[src/gdf_pkg.sv]
/*
  Package for the gate driver fault status block: register offsets, status bit
  positions, reset values and the structs that carry grouped signals.
  Assumes a single 50 MHz clock domain and no other package.
*/
package gdf_pkg;

  // Register port geometry.
  localparam int unsigned ADDR_W = 7;
  localparam int unsigned DATA_W = 32;

  // Register offsets.
  localparam logic [ADDR_W-1:0] FAULT_STATUS_OFFS = 7'h01;
  localparam logic [ADDR_W-1:0] PIN_READBACK_OFFS = 7'h04;

  // Status bit positions.
  localparam int unsigned PUMP_UV_BIT    = 3;
  localparam int unsigned A_SHORT_BIT    = 4;
  localparam int unsigned A_GROUND_BIT   = 5;
  localparam int unsigned A_SUPPLY_BIT   = 6;
  localparam int unsigned B_SHORT_BIT    = 8;
  localparam int unsigned B_GROUND_BIT   = 9;
  localparam int unsigned B_SUPPLY_BIT   = 10;
  localparam int unsigned C_SHORT_BIT    = 12;
  localparam int unsigned C_GROUND_BIT   = 13;
  localparam int unsigned C_SUPPLY_BIT   = 14;
  localparam int unsigned STATUS_W       = 15;

  // Implemented status bits; 0..2, 7 and 11 read as zero.
  localparam logic [STATUS_W-1:0] STATUS_IMPL_MASK = 15'h7778;
  // Ground and supply short flags hold the drive off.
  localparam logic [STATUS_W-1:0] STATUS_HOLD_MASK = 15'h6660;

  // Pin readback bit positions.
  localparam int unsigned PIN_A_LOW_BIT  = 0;
  localparam int unsigned PIN_A_HIGH_BIT = 1;
  localparam int unsigned PIN_B_LOW_BIT  = 2;
  localparam int unsigned PIN_B_HIGH_BIT = 3;
  localparam int unsigned PIN_C_LOW_BIT  = 4;
  localparam int unsigned PIN_C_HIGH_BIT = 5;
  localparam int unsigned PIN_ENABLE_BIT = 6;
  localparam int unsigned PIN_W          = 7;

  // Reset values.
  localparam logic [STATUS_W-1:0] STATUS_RST = 15'h0000;
  localparam logic [DATA_W-1:0]   RDATA_RST  = 32'h0000_0000;

  // Fault events of one phase, each a one-cycle or level indication.
  typedef struct packed {
    logic short_trig;
    logic ground;
    logic supply;
  } gdf_phase_evt_t;

  // Gate control input pins of one phase.
  typedef struct packed {
    logic high_in;
    logic low_in;
  } gdf_phase_pins_t;

  // Register access request.
  typedef struct packed {
    logic              rd;
    logic              wr;
    logic [ADDR_W-1:0] addr;
    logic [DATA_W-1:0] wdata;
  } gdf_reg_req_t;

endpackage

[src/gdf_flag_latch.sv]
/*
  Bank of sticky flags with write-one-to-clear.
  Assumes set and clear pulses are synchronous to clk_sys_in.
*/
`timescale 1ns/100ps
module gdf_flag_latch #(
  parameter int unsigned WIDTH = 15
) (
  input  wire logic             clk_sys_in,  // System clock.
  input  wire logic             nrst_in,     // Asynchronous reset, active low.
  input  wire logic [WIDTH-1:0] set_in,      // Set request per flag.
  input  wire logic [WIDTH-1:0] clr_in,      // Clear request per flag.
  output logic      [WIDTH-1:0] flags_out    // Latched flags.
);

  logic [WIDTH-1:0] flags_ff;
  logic [WIDTH-1:0] nxt_flags;

  // A set arriving in the clearing cycle wins, so no event is lost.
  assign nxt_flags = set_in | (flags_ff & ~clr_in);

  always_ff @(posedge clk_sys_in or negedge nrst_in) begin
    if (!nrst_in) begin
      flags_ff <= '0;
    end else begin
      flags_ff <= nxt_flags;
    end
  end

  assign flags_out = flags_ff;

endmodule

[src/gdf_fault_status.sv]
/*
  Fault status and pin readback registers of a three-phase gate driver.
  Latches charge-pump undervoltage and per-phase short faults, drives the
  status pin and the gate drive enable, and answers register reads and writes.
  Assumes a register port already decoded from the serial interface, and fault
  detector and pin inputs that are synchronous to clk_sys_in.
*/
`timescale 1ns/100ps
// Function
// RULE_01: Drive is off while the pump undervoltage condition is present.
// RULE_02: Pump undervoltage flag latches and stays set after the condition ends.
// RULE_03: Status bit 4 sets and holds once phase A short counter triggers.
// RULE_04: Phase A ground short sets bit 5, drive off until cleared.
// RULE_05: Phase A supply short sets bit 6, drive off until cleared.
// RULE_06: Status bit 8 sets and holds once phase B short counter triggers.
// RULE_07: Phase B ground short sets bit 9, drive off until cleared.
// RULE_08: Phase B supply short sets bit 10, drive off until cleared.
// RULE_09: Status bit 12 sets and holds once phase C short counter triggers.
// RULE_10: Phase C ground short sets bit 13, drive off until cleared.
// RULE_11: Phase C supply short sets bit 14, drive off until cleared.
// RULE_12: Status pin is the OR of all latched undervoltage and short flags.
// RULE_13: Offset 0x04 reads live gate inputs in bits 0-5, enable in bit 6.
// RULE_14: Pump undervoltage flag sits at status bit 3, one means detected.
// RULE_15: Writing one clears a flag; drive returns only when no fault remains. Drive ignores the latched undervoltage and short counter flags.
// RULE_16: Unused status bits 7 and 11 read zero and ignore writes.
module gdf_fault_status (
  input  wire logic                     clk_sys_in,       // System clock, 50 MHz.
  input  wire logic                     nrst_in,          // Asynchronous reset, active low.
  input  wire logic                     pump_uv_in,       // Live pump undervoltage level.
  input  gdf_pkg::gdf_phase_evt_t       phase_a_evt_in,   // Phase A fault events.
  input  gdf_pkg::gdf_phase_evt_t       phase_b_evt_in,   // Phase B fault events.
  input  gdf_pkg::gdf_phase_evt_t       phase_c_evt_in,   // Phase C fault events.
  input  gdf_pkg::gdf_phase_pins_t      phase_a_pins_in,  // Phase A gate inputs.
  input  gdf_pkg::gdf_phase_pins_t      phase_b_pins_in,  // Phase B gate inputs.
  input  gdf_pkg::gdf_phase_pins_t      phase_c_pins_in,  // Phase C gate inputs.
  input  wire logic                     gate_enable_in,   // Driver enable pin.
  input  gdf_pkg::gdf_reg_req_t         reg_req_in,       // Register read/write request.
  output logic [gdf_pkg::DATA_W-1:0]    reg_rdata_out,    // Read data, registered.
  output logic                          reg_rvalid_out,   // Read data valid pulse.
  output logic                          reg_err_out,      // Unmapped access pulse.
  output logic                          status_pin_out,   // Any fault flag set.
  output logic                          drive_enable_out  // Gate drive allowed.
);
  import gdf_pkg::*;

  // Status bit set requests gathered from the detectors.
  logic [STATUS_W-1:0] set_vec;
  logic [STATUS_W-1:0] clr_vec;
  logic [STATUS_W-1:0] flags;

  assign set_vec[PUMP_UV_BIT]  = pump_uv_in;               // RULE_14
  assign set_vec[A_SHORT_BIT]  = phase_a_evt_in.short_trig; // RULE_03
  assign set_vec[A_GROUND_BIT] = phase_a_evt_in.ground;     // RULE_04
  assign set_vec[A_SUPPLY_BIT] = phase_a_evt_in.supply;     // RULE_05
  assign set_vec[B_SHORT_BIT]  = phase_b_evt_in.short_trig; // RULE_06
  assign set_vec[B_GROUND_BIT] = phase_b_evt_in.ground;     // RULE_07
  assign set_vec[B_SUPPLY_BIT] = phase_b_evt_in.supply;     // RULE_08
  assign set_vec[C_SHORT_BIT]  = phase_c_evt_in.short_trig; // RULE_09
  assign set_vec[C_GROUND_BIT] = phase_c_evt_in.ground;     // RULE_10
  assign set_vec[C_SUPPLY_BIT] = phase_c_evt_in.supply;     // RULE_11
  assign set_vec[2:0]          = 3'h0;
  assign set_vec[7]            = 1'b0;                      // RULE_16
  assign set_vec[11]           = 1'b0;                      // RULE_16

  // Address decode.
  wire hit_status = (reg_req_in.addr == FAULT_STATUS_OFFS);
  wire hit_pins   = (reg_req_in.addr == PIN_READBACK_OFFS);
  wire wr_status  = reg_req_in.wr && hit_status;
  wire rd_any     = reg_req_in.rd;
  wire access     = reg_req_in.rd || reg_req_in.wr;
  // The pin readback register is read only, so a write to it counts as unmapped.
  wire bad_access = access && !(hit_status || (hit_pins && !reg_req_in.wr));

  // Write one to clear; unimplemented positions are masked out.
  assign clr_vec = wr_status ? (reg_req_in.wdata[STATUS_W-1:0] & STATUS_IMPL_MASK)
                             : '0;                          // RULE_15 RULE_16

  // Latching keeps the undervoltage and short flags for software to read.
  gdf_flag_latch #(
    .WIDTH (STATUS_W)
  ) u_flags (
    .clk_sys_in (clk_sys_in),
    .nrst_in    (nrst_in),
    .set_in     (set_vec),
    .clr_in     (clr_vec),
    .flags_out  (flags)
  );                                                        // RULE_02

  // Live pin image.
  logic [PIN_W-1:0] pin_image;
  assign pin_image[PIN_A_LOW_BIT]  = phase_a_pins_in.low_in;  // RULE_13
  assign pin_image[PIN_A_HIGH_BIT] = phase_a_pins_in.high_in; // RULE_13
  assign pin_image[PIN_B_LOW_BIT]  = phase_b_pins_in.low_in;  // RULE_13
  assign pin_image[PIN_B_HIGH_BIT] = phase_b_pins_in.high_in; // RULE_13
  assign pin_image[PIN_C_LOW_BIT]  = phase_c_pins_in.low_in;  // RULE_13
  assign pin_image[PIN_C_HIGH_BIT] = phase_c_pins_in.high_in; // RULE_13
  assign pin_image[PIN_ENABLE_BIT] = gate_enable_in;          // RULE_13

  // Read mux; the implemented mask guarantees zeros in unused positions.
  wire [DATA_W-1:0] status_word = {{(DATA_W-STATUS_W){1'b0}},
                                   flags & STATUS_IMPL_MASK}; // RULE_16
  wire [DATA_W-1:0] pin_word    = {{(DATA_W-PIN_W){1'b0}}, pin_image};
  wire [DATA_W-1:0] nxt_rdata   = hit_status ? status_word :
                                  hit_pins   ? pin_word    : RDATA_RST;

  logic [DATA_W-1:0] rdata_ff;
  logic              rvalid_ff;
  logic              err_ff;

  always_ff @(posedge clk_sys_in or negedge nrst_in) begin
    if (!nrst_in) begin
      rdata_ff  <= RDATA_RST;
      rvalid_ff <= 1'b0;
      err_ff    <= 1'b0;
    end else begin
      if (rd_any) begin
        rdata_ff <= nxt_rdata;
      end
      rvalid_ff <= rd_any;
      err_ff    <= bad_access;
    end
  end

  // Status pin and drive enable are registered so the pins never glitch.
  // The clearing write reaches the pins one cycle after the flag update.
  wire any_flag   = |(flags & STATUS_IMPL_MASK);            // RULE_12
  wire hold_fault = |(flags & STATUS_HOLD_MASK);            // RULE_04 RULE_07 RULE_10
  // Drive stays off while undervoltage is present, independent of its flag.
  wire nxt_drive  = gate_enable_in && !pump_uv_in && !hold_fault; // RULE_01 RULE_15

  logic status_ff;
  logic drive_ff;

  always_ff @(posedge clk_sys_in or negedge nrst_in) begin
    if (!nrst_in) begin
      status_ff <= 1'b0;
      drive_ff  <= 1'b0;
    end else begin
      status_ff <= any_flag;                                // RULE_12
      drive_ff  <= nxt_drive;                               // RULE_05 RULE_08 RULE_11
    end
  end

  assign reg_rdata_out    = rdata_ff;
  assign reg_rvalid_out   = rvalid_ff;
  assign reg_err_out      = err_ff;
  assign status_pin_out   = status_ff;
  assign drive_enable_out = drive_ff;

endmodule

[config.mk]
export PLATFORM = sky130hd
export DESIGN_NAME = gdf_fault_status
export DESIGN_NICKNAME = d
export VERILOG_FILES = /design/src/gdf_pkg.sv /design/src/gdf_flag_latch.sv /design/src/gdf_fault_status.sv
export SDC_FILE = /design/constraint.sdc
export NUM_CORES = 1
export LEC_CHECK = 0
export BUFFER_PORTS_ARGS = -buffer_cell sky130_fd_sc_hd__buf_2
export CAP_MARGIN = 20
export CORE_AREA = 2 2 66 68
export DETAILED_ROUTE_END_ITERATION = 7
export DIE_AREA = 0 0 68 70
export MAX_ROUTING_LAYER = met4
export PLACE_DENSITY = 0.74
export SLEW_MARGIN = 20
export SYNTH_ARGS = -nofsm -noshare
export SYNTH_HDL_FRONTEND = slang
export SYNTH_HIERARCHICAL = 1
export SYNTH_SLANG_ARGS = --single-unit
[constraint.sdc]
create_clock -name clk_sys_in -period 0.85 [get_ports clk_sys_in]
set_input_delay 0.085 -clock clk_sys_in [delete_from_list [all_inputs] [get_ports clk_sys_in]]
set_output_delay 0.085 -clock clk_sys_in [all_outputs]
set_load 0.02 [all_outputs]
==> results of run 1 <==
[layout by cell type, fill, tap and decap left out, types with 2 or more instances in the layout]
cell                            count
sky130_fd_sc_hd__nand2_1            9
sky130_fd_sc_hd__conb_1            19
sky130_fd_sc_hd__nor2_2             3
sky130_fd_sc_hd__buf_6             24
sky130_fd_sc_hd__buf_4             25
sky130_fd_sc_hd__o2bb2ai_1         12
sky130_fd_sc_hd__inv_2             10
sky130_fd_sc_hd__a22oi_2            3
sky130_fd_sc_hd__buf_2             35
sky130_fd_sc_hd__nand3_1            2
sky130_fd_sc_hd__clkbuf_8           3
sky130_fd_sc_hd__and3_4            11
sky130_fd_sc_hd__dfrtp_1           27
sky130_fd_sc_hd__dlygate4sd3_1     10
sky130_fd_sc_hd__a21o_1            10
[flip-flops by register name (all words and copies together) (netlist names)]
register and cells:
u_flags/flags_out 10, reg_err_out 1, drive_enable_out 1, reg_rvalid_out 1, status_pin_out 1, reg_rdata_out 13
[worst register-to-register path, stage by stage, from the launching register on]
cell	delay [ps]
sky130_fd_sc_hd__dfrtp_1	400
sky130_fd_sc_hd__nor2_2	180
sky130_fd_sc_hd__nand3_2	120
sky130_fd_sc_hd__nor3b_2	170
[stage by stage]
step | cells | utilization | worst slack, ps | cell area [um2]
2_1_floorplan | 143 | - | -185 | 1380
5_1_grt | 271 | 0.530 | -140 | 2190
3_5_place_dp | 243 | 0.408 | -341 | 1690
6_report | 271 | 0.530 | -88.3 | 2190
3_3_place_gp | 243 | 0.408 | -325 | 1690
4_1_cts | 267 | 0.505 | -61.4 | 2090
[timing repair]
action / CTS / global route
gates cloned: 1 / 0
pin swaps: 13 / 17
gates resized for setup: 54 / 22
setup buffers: 11 / 2
hold buffers: 8 / 2
endpoints found under the setup margin: 32 / 39
hold endpoints to repair: 34 / 2
[worst min-delay path by stage]
| stage | from | to | slack, ps | depth (start not counted) |
|---|---|---|---|---|
| final | phase_c_evt_in[0] | u_flags/flags_out[14] | 6 | 2 |
| after global routing | phase_c_evt_in[0] | u_flags/flags_out[14] | 4 | 2 |
| after floorplan | nrst_in | drive_enable_out | -210 | 0 |
| after CTS | phase_c_evt_in[0] | u_flags/flags_out[14] | 1 | 2 |
| after detailed placement | nrst_in | reg_rdata_out[0] | -7 | 1 |
| after global placement | nrst_in | reg_rdata_out[0] | -7 | 1 |
[power by group through the flow]
stage	sequential [mW]	combinational (mW)	clock, mW
after floorplan	1.34	0.206	0
after global placement	1.32	0.323	0
after detailed placement	1.32	0.325	0
after CTS	1.30	0.392	0.743
after global routing	1.30	0.451	0.805
final	1.30	0.413	0.707
[routing by layer]
layer,wire (um),vias to the layer above,part of all wire
li1,-,579,-
met1,1430,578,0.40
met2,1920,41,0.54
met3,178,2,0.050
met4,8,0,0.0023
met5,0,-,0
[cell type report]
cell class                 count  area (um2)
sequential                    27         676
tap                           52        65.1
timing repair buffer          95         753
multi-input combinational     82         614
fill                         387        1950
clock buffer                   4        45.0
inverter                      11        41.3
==> results, run 1 <==
- STA classifies the critical path startpoint as a flip-flop.
- The share of total power dissipated in sequential elements is 0.537.
- For this run, the number of Yosys warnings is 6.
- The worst path arrival time is 1130 ps.
- The post-synthesis instance total is 125.
- In the final routed layout, each cell accounts on average for 13.1 um.
- The routed design has 3540 um of wire.
- For this block, the initial DRC count from the detailed router was 42.
- Across the routed clock network, the largest skew measured is 2.38 ps.
- The number of hold violations in the final report is 0.
- The setup total negative slack is -1200 ps.
- Along the worst path, the maximum fanout reaches 2.
- The maximum level of the CTS H-tree is 1.
- The power consumption is 2.42 mW.
- The effective utilization at floorplan is 0.316.
- The beginning of the worst register-to-register path is u_flags/flags_out[10].
- The die footprint is 0.00476 mm2.
- The maximum clock rate is 1070 MHz.
- The die extent in y is 70 um.
- The TritonCTS buffer count is 3.
- The maximum buffer depth of the clock tree is 2.
- The critical path goes through nor2_2 -> nand3_2 -> nor3b_2.
- The number of antenna diodes in the final layout is 0.
- Grouping stages by cell kind, the critical path spends the most delay in simple AND/OR/NAND/NOR gates.
- For this run, global-route usage on met3 was measured as 0.0242.
- Power spread over the standard cell area amounts to 1100 mW/mm2.
- The pin count of the biggest net entering global routing is 17.
- The horizontal die dimension is 68 um.
- Final hold analysis gives a worst-case slack of 6.45 ps.
- The cell with the biggest individual delay on the critical path is sky130_fd_sc_hd__dfrtp_1.
- The via count of the first global-routing pass is 1236.
- The count of final max-slew check failures came to 0.
- Internal power comes to 1.81 mW.
- The tool flagged a number of max-cap violations equal to 0.
- The critical path is of the reg -> reg type.
- The endpoint identified for the worst register-to-register timing path is drive_enable_out.
- For the worst-skew pair, the clock arrives at the later sink with an insertion delay of 260 ps.
- Using the TritonRoute via totals, the vias-per-cell ratio works out to 4.43.
- For this run, global-route usage on met2 was measured as 0.258.
- For this run the aggregate overflow at the end of global routing stands at 0.
- The reported leakage power is 1.02 nW.
- The share of total power dissipated in combinational logic is 0.171.
- Setup repair after global routing could not meet its margin everywhere.
- The clock root buffer is sky130_fd_sc_hd__clkbuf_8.
- For met1 alone, demand over resource in global routing was 0.194.
- The top-level I/O count is 96.
- The critical path starts at u_flags/flags_out[10].
- The clock transition at the registers of the reported paths is 90 ps.
- Setup violations remaining at the end of the flow were counted as 32.
- The signed area change from the synthesized netlist to the final layout is 67.5%.
- The post-synth design cell area is 0.00131 mm2.
- The worst min-delay path category is in -> reg.
- After legalization and detailed placement, the total HPWL measured 2480 um.
- The post-route clock period utilization is 1.10.
- STA classifies the critical path endpoint as a flip-flop.
- The number of cells on the worst reg-to-reg path is 3.
- The clock period minus worst slack is 938 ps.
- Input and output buffers added on the ports amount to 54.
- The detailed-routing iteration count for the pre-antenna-repair pass is 4.
- The worst reg-to-reg setup slack is -90 ps.
- Each instance of the synthesized netlist takes up on average 10.5 um2.
- The wire length of the first global-routing pass is 5470 um.
- The end point of the critical path is drive_enable_out.
- The maximum cell stage delay along the critical path is 400 ps.
- The checks that failed: negative setup slack.
- Of the cells placed in the final design, the portion with a size suffix greater than 1 is 0.562.
- Of the total power, the share spent switching nets is 0.251.
- The number of routed nets with antenna violations is 0.
- The combined global-route utilization of all metal layers is 0.152.
- The tree built by TritonCTS fans out to 27 sinks.
- In this run the standard cell core region covers 0.00414 mm2.
- STA puts the critical path data required time at 1040 ps.
- The total number of vias is 1200.
- Routability-driven placement finished with a final weighted congestion of 0.753.
- The number of gates on the worst path with buffers counted is 3.
- In this run the most used layer during global routing was met2.
- The net load switching power is 608 uW.
- The DRC violations left is 0.
- The final critical-path setup slack is -88.3 ps.
- The clock network fraction of design power is 0.292.
- Together, buffers and inverters on the worst path number 0.
- The TritonCTS clock tree is done.
- Across the VDD grid, the largest voltage drop is 679 uV.
- The number of antenna violations at the first check in global routing was 0.
- The total number of nets in the final design is 280.
- The initialized floorplan defines 24 standard-cell rows.
- The flow ran to the end, but the final reports show violations.
Note: power is estimated with default switching activity, not from simulation.
==> run 2: changes to the inputs <==
==> constraint.sdc (replaced) <==
create_clock -name clk_sys_in -period 0.83 [get_ports clk_sys_in]
set_input_delay 0.083 -clock clk_sys_in [delete_from_list [all_inputs] [get_ports clk_sys_in]]
set_output_delay 0.083 -clock clk_sys_in [all_outputs]
set_load 0.02 [all_outputs]
==> results, run 2 (synthesis gave the netlist of run 1 again) <==
- The global routing stage identified its most utilized layer as met2.
- The total number of nets in the final design is 280 (unchanged).
- The maximum level of the CTS H-tree is 1 (unchanged).
- The total number of vias is 1210 (+0.83%).
- The remaining global-route overflow came to 0 (unchanged).
- The share of cells above drive strength 1 is 0.553 (-0.00913).
- The TritonCTS buffer count was 3 (unchanged).
- The worst setup path is captured at a flip-flop.
- The pin count of the biggest net entering global routing is 17 (unchanged).
- The die extent in y is 70 um (unchanged).
- The combinational share of power is 0.170 (about the same).
- The per-cell routed wire length was 13.0 um (-0.62%).
- The TritonCTS clock tree is done.
- The DRC violations left is 0 (unchanged).
- The placed instance area is 0.00169 mm2 (unchanged).
- The number of hold violations in the final report came to 0 (unchanged).
- The via count of the first global-routing pass was 1234 (-0.16%).
- The number of standard-cell rows in the floorplan is 24 (unchanged).
- In the layout the commonest cells are sky130_fd_sc_hd__buf_2 (35), sky130_fd_sc_hd__dfrtp_1 (27), sky130_fd_sc_hd__buf_6 (24), sky130_fd_sc_hd__buf_4 (24), sky130_fd_sc_hd__conb_1 (19).
- The power share of the sequential group is 0.535 (-0.002).
- On the critical path, the stage with the largest delay is an instance of sky130_fd_sc_hd__dfrtp_1.
- The count of final max-slew check failures came to 0 (unchanged).
- The most common cell after layout, fill and taps aside is sky130_fd_sc_hd__buf_2.
- The number of diodes is 0 (unchanged).
- The horizontal die dimension came to 68 um (unchanged).
- The post-route clock period utilization is 1.14 (+0.0336).
- The critical path is of the reg -> reg type.
- The power consumption is 2.49 mW (+2.8%).
- The global-route track usage on met3 is 0.0242 (unchanged).
- The die footprint is 0.00476 mm2 (unchanged).
- The number of non-filler instances in the completed layout is 271 (unchanged).
- The met1 routing resource usage after global routing came to 0.194 (unchanged).
- The max-cap violation count is 0 (unchanged).
- The worst slack on hold paths came to 43.9 ps (+37.5 ps).
- The maximum clock rate is 1060 MHz (-0.62%).
- The flip-flop count of the largest register after layout is 13 (unchanged).
- The initial detailed-routing violation count is 47 (+12%).
- The critical path goes through nor2_2 -> nand3_2 -> nor3b_2.
- The effective utilization at floorplan is 0.316 (unchanged).
- The cell area after layout is 0.00219 mm2 (-0.17%).
- The worst path arrival time is 1130 ps (about the same).
- The highest ir drop seen on vdd is 701 uV (+3.3%).
- The final estimated routing congestion in global placement is 0.753 (about the same).
- The data required time at the worst endpoint is 1020 ps (-20 ps).
- The final critical-path setup slack came to -114 ps (-25.8 ps).
- The total wire length was 3520 um (-0.62%).
- Setup repair after global routing could not meet its margin everywhere.
- The net load switching power is 630 uW (+3.6%).
- The instance count after placement with tap cells included was 243 (unchanged).
- The latest clock arrival within the worst-skew pair is 270 ps (about the same).
- The number of routed nets with antenna violations is 0 (unchanged).
- The number of antenna violations at the first check in global routing was 0 (unchanged).
- The cell-internal power is 1.86 mW (+2.6%).
- The total of buffers placed on input and output ports is 54 (unchanged).
- The fraction of power spent switching nets is 0.253 (+0.00194).
- The clock network fraction of design power is 0.295 (+0.003).
- The highest net fanout along the worst path was 2 (unchanged).
- The combined global-route utilization of all metal layers is 0.152 (-0.000337).
- The total power divided by cell area is 1140 mW/mm2 (+3.0%).
- The final reports fail on negative setup slack.
- The worst setup path is launched from a flip-flop.
- The clock period minus worst slack is 944 ps (+5.84 ps).
- The maximum cell stage delay along the critical path was 400 ps (about the same).
- The met2 capacity usage during global routing is 0.257 (-0.00108).
- The detailed-routing iteration count for the pre-antenna-repair pass is 4 (unchanged).
- The reported leakage power came to 1.01 nW (-0.32%).
- The clock skew is 5.47 ps (+3.09 ps).
- The worst min-delay path category is in -> reg.
- Clock tree synthesis selected as its root buffer the cell sky130_fd_sc_hd__clkbuf_8.
- The worst slack at placement is -359 ps (-18.0 ps).
- The maximum buffer depth of the clock tree is 2 (unchanged).
- The flow ran to the end, but the final reports show violations.
- The area growth from synthesis to layout is 67.2%.
- The clock sink count is 27 (unchanged).
- The clock transition at the registers of the reported paths came to 90 ps (about the same).
- The wire length of the first global-routing pass is 5460 um (-0.13%).
- The via-per-instance ratio was 4.46 (+0.83%).
- The number of endpoints failing setup at the final stage is 32 (unchanged).
- The half-perimeter wire length after placement is 2480 um (unchanged).
- The total core area came to 0.00414 mm2 (unchanged).
- The top-level I/O count is 96 (unchanged).
## run 2: cell types whose count changed in the layout (fill, tap and decap cells not counted)
cell and delta:
sky130_fd_sc_hd__buf_4 -1, sky130_fd_sc_hd__dlygate4sd3_1 +1, sky130_fd_sc_hd__o2bb2ai_1 +1, sky130_fd_sc_hd__o2bb2ai_2 -1
## run 2: repair_timing
item,in CTS,in global routing
gates cloned,1,0
endpoints found under the hold margin,35,2
buffers inserted,11,1
pin swaps,13,17
gates resized for setup,55,20
hold buffers,9,2
endpoints found under the setup margin,32,32
## run 2: layer usage
metal  vias up  routed length, um
li1        582                  -
met1       583               1430
met2        43               1890
met3         2                184
met4         0                  8
met5         -                  0
## run 2: power by group through the flow
stage	registers (mW)	logic (mW)	clock network, mW
2_1_floorplan	1.37	0.211	0
3_5_place_dp	1.36	0.333	0
5_1_grt	1.33	0.464	0.824
6_report	1.33	0.424	0.733
3_3_place_gp	1.36	0.331	0
4_1_cts	1.33	0.407	0.761
## run 2: critical path: cells and delay by family (launching register included)
kind	cells	cell delay [ps]
flip-flops	1	400
AND/OR/NAND/NOR	3	470
## run 2: layout make-up
cell class | instances | area (um2)
Inverter | 11 | 41.3
Sequential cell | 27 | 676
Multi-Input combinational cell | 82 | 608
Timing Repair Buffer | 95 | 756
Tap cell | 52 | 65.1
Clock buffer | 4 | 45.0
Fill cell | 389 | 1950
## run 2: metrics by stage
stage | utilization | setup TNS, ps
finish | 0.529 | -1830
global route | 0.529 | -3080
CTS | 0.508 | -1770
detailed placement | 0.408 | -5440
global placement | 0.408 | -5170
floorplan | - | -2040
## run 2: final timing paths
kind,from,depth (start not counted),end,slack (ps)
max,u_flags/flags_out[10],3,drive_enable_out,-110
min,phase_a_pins_in[1],3,reg_rdata_out[1],40
max reg2reg,u_flags/flags_out[10],3,drive_enable_out,-110
min reg2reg,reg_rdata_out[1],1,reg_rdata_out[1],520
max in group asynchronous,nrst_in,3,u_flags/flags_out[14],210
min in group asynchronous,nrst_in,2,reg_rdata_out[0],230
==> run 3: changes to the inputs <==
--- a/config.mk
+++ b/config.mk
@@ -8,10 +8,12 @@
 export BUFFER_PORTS_ARGS = -buffer_cell sky130_fd_sc_hd__buf_2
 export CAP_MARGIN = 20
 export CORE_AREA = 2 2 66 68
+export CTS_CLUSTER_DIAMETER = 40
 export DETAILED_ROUTE_END_ITERATION = 7
 export DIE_AREA = 0 0 68 70
 export MAX_ROUTING_LAYER = met4
 export PLACE_DENSITY = 0.74
+export SKIP_LAST_GASP = 1
 export SLEW_MARGIN = 20
 export SYNTH_ARGS = -nofsm -noshare
 export SYNTH_HDL_FRONTEND = slang
==> results, run 3 (synthesis gave the netlist of run 1 again) <==
- The latest clock arrival within the worst-skew pair came to 260 ps (about the same).
- The effective utilization at floorplan is 0.316 (unchanged).
- The horizontal die dimension came to 68 um (unchanged).
- The final estimated routing congestion in global placement was 0.753 (unchanged).
- The number of endpoints failing setup at the final stage came to 32 (unchanged).
- The worst setup path is captured at a flip-flop.
- The clock skew is 2.46 ps (-3.01 ps).
- The detailed-routing iteration count for the pre-antenna-repair pass was 4 (unchanged).
- The max-cap violation count is 0 (unchanged).
- The data required time at the worst endpoint is 1020 ps (about the same).
- The maximum clock rate is 1070 MHz (+0.77%).
- The initial detailed-routing violation count is 44 (-6.4%).
- The total number of nets in the final design is 280 (unchanged).
- The number of antenna violations at the first check in global routing came to 0 (unchanged).
- The worst min-delay path category is in -> reg.
- The total core area came to 0.00414 mm2 (unchanged).
- The worst reg-to-reg setup slack is -110 ps (about the same).
- The clock sink count is 27 (unchanged).
- The per-cell routed wire length is 13.1 um (+1.1%).
- The reported leakage power is 1.01 nW (-0.24%).
- In the layout the commonest cells are sky130_fd_sc_hd__buf_2 (35), sky130_fd_sc_hd__dfrtp_1 (27), sky130_fd_sc_hd__buf_4 (26).
- The DRC violations left is 0 (unchanged).
- The highest ir drop seen on vdd is 694 uV (-0.96%).
- The number of standard-cell rows in the floorplan is 24 (unchanged).
- The type of the worst setup path is reg -> reg.
- The startpoint identified for the worst register-to-register timing path is u_flags/flags_out[10].
- The worst slack at placement is -359 ps (unchanged).
- The signed area change from the synthesized netlist to the final layout is 67.1% (about the same).
- The post-route clock period utilization is 1.13 (-0.00874).
- The clock transition at the registers of the reported paths came to 90 ps (about the same).
- The maximum level of the CTS H-tree came to 1 (unchanged).
- The destination of the worst register-to-register timing path is drive_enable_out.
- The via-per-instance ratio is 4.45 (-0.41%).
- The total of buffers placed on input and output ports is 54 (unchanged).
- The clock period minus worst slack is 937 ps (-7.25 ps).
- The met2 capacity usage during global routing is 0.261 (+0.00431).
- The combined global-route utilization of all metal layers is 0.154 (+0.00202).
- The highest net fanout along the worst path is 2 (unchanged).
- The die extent in y was 70 um (unchanged).
- The global-route track usage on met3 came to 0.0242 (unchanged).
- The final reports fail on negative setup slack.
- The power consumption was 2.48 mW (-0.29%).
- The total wire length is 3550 um (+1.1%).
- The hold path startpoint is phase_a_pins_in[1].
- The placed instance area is 0.00169 mm2 (unchanged).
- The layer flagged by global routing as most heavily used is met2.
- The clock root buffer is sky130_fd_sc_hd__clkbuf_8.
- The TritonCTS buffer count is 3 (unchanged).
- The half-perimeter wire length after placement is 2480 um (unchanged).
- The number of diodes is 0 (unchanged).
- The count of final max-slew check failures is 0 (unchanged).
- The total number of vias came to 1205 (-0.41%).
- The via count of the first global-routing pass came to 1244 (+0.81%).
- TritonCTS built the clock tree.
- The total power divided by cell area is 1130 mW/mm2 (-0.23%).
- The remaining global-route overflow came to 0 (unchanged).
- The die footprint came to 0.00476 mm2 (unchanged).
- The end point of the critical path is drive_enable_out.
- The final critical-path setup slack is -107 ps (+7.25 ps).
- The met1 routing resource usage after global routing is 0.196 (+0.00206).
- The flip-flop count of the largest register after layout is 13 (unchanged).
- The pin count of the biggest net entering global routing is 17 (unchanged).
- The top-level I/O count is 96 (unchanged).
- The wire length of the first global-routing pass is 5540 um (+1.4%).
- The worst setup path is launched from a flip-flop.
- The setup total negative slack was -1850 ps (-23.5 ps).
- The number of cells on the worst reg-to-reg path is 3 (unchanged).
- The run finished, with violations left.
- The core occupancy in the finished layout is 0.528 (about the same).
- The number of hold violations in the final report is 0 (unchanged).
- Setup repair after global routing could not meet its margin everywhere.
- The worst path arrival time is 1120 ps (about the same).
- The launch point of the critical path is u_flags/flags_out[10].
- The most common cell after layout, fill and taps aside is sky130_fd_sc_hd__buf_2.
- The number of routed nets with antenna violations is 0 (unchanged).
- The share of cells above drive strength 1 is 0.548 (-0.00457).
- The maximum buffer depth of the clock tree is 2 (unchanged).
- The cell area after layout is 0.00219 mm2 (about the same).
-- run 3: changes by cell type in the layout (fill, tap and decap cells not counted) --
cell	change
sky130_fd_sc_hd__buf_6	-2
sky130_fd_sc_hd__inv_1	+2
sky130_fd_sc_hd__o2bb2ai_1	-1
sky130_fd_sc_hd__inv_2	-2
sky130_fd_sc_hd__buf_4	+2
sky130_fd_sc_hd__o2bb2ai_2	+1
-- run 3: worst min path at each step --
stage	end	slack [ps]	depth (start not counted)
after floorplan	drive_enable_out	-210	0
after global placement	reg_rdata_out[0]	-9	1
after detailed placement	reg_rdata_out[0]	-9	1
after CTS	u_flags/flags_out[5]	2	2
after global routing	reg_rdata_out[2]	40	3
final	reg_rdata_out[1]	50	3
-- run 3: per-stage QoR --
| step | hold WS, ps | cells |
|---|---|---|
| 2_1_floorplan | -213 | 143 |
| 3_3_place_gp | -8.93 | 243 |
| 3_5_place_dp | -9.06 | 243 |
| 4_1_cts | 1.54 | 268 |
| 5_1_grt | 41.8 | 271 |
| 6_report | 47.5 | 271 |
-- run 3: repair_timing --
action,CTS,global route
pin swaps,12,18
hold endpoints to repair,35,2
setup buffers,11,1
gates cloned,1,0
endpoints found under the setup margin,32,39
hold buffers,9,2
resized for setup,51,21
-- run 3: layout make-up --
type | count | area (um2)
clock buffer | 4 | 45.0
inverter | 11 | 41.3
timing repair buffer | 95 | 748
sequential | 27 | 676
fill | 385 | 1950
multi-input combinational | 82 | 614
tap | 52 | 65.1
-- run 3: worst max-delay path, cell delays in order, from the launching register on --
cell                      delay, ps
sky130_fd_sc_hd__dfrtp_1        400
sky130_fd_sc_hd__nor2_2         180
sky130_fd_sc_hd__nand3_2        120
sky130_fd_sc_hd__nor3b_2        170
-- run 3: metal layers --
layer | up-vias | wire, um
met2 | 41 | 1940
li1 | 579 | -
met3 | 2 | 176
met1 | 583 | 1430
met4 | 0 | 8
met5 | - | 0
-- run 3: where the power goes --
part           internal, mW  switching [mW]  leakage (nW)
logic                 0.190           0.235         0.675
registers              1.32         0.00662         0.314
clock network         0.343           0.381        0.0228
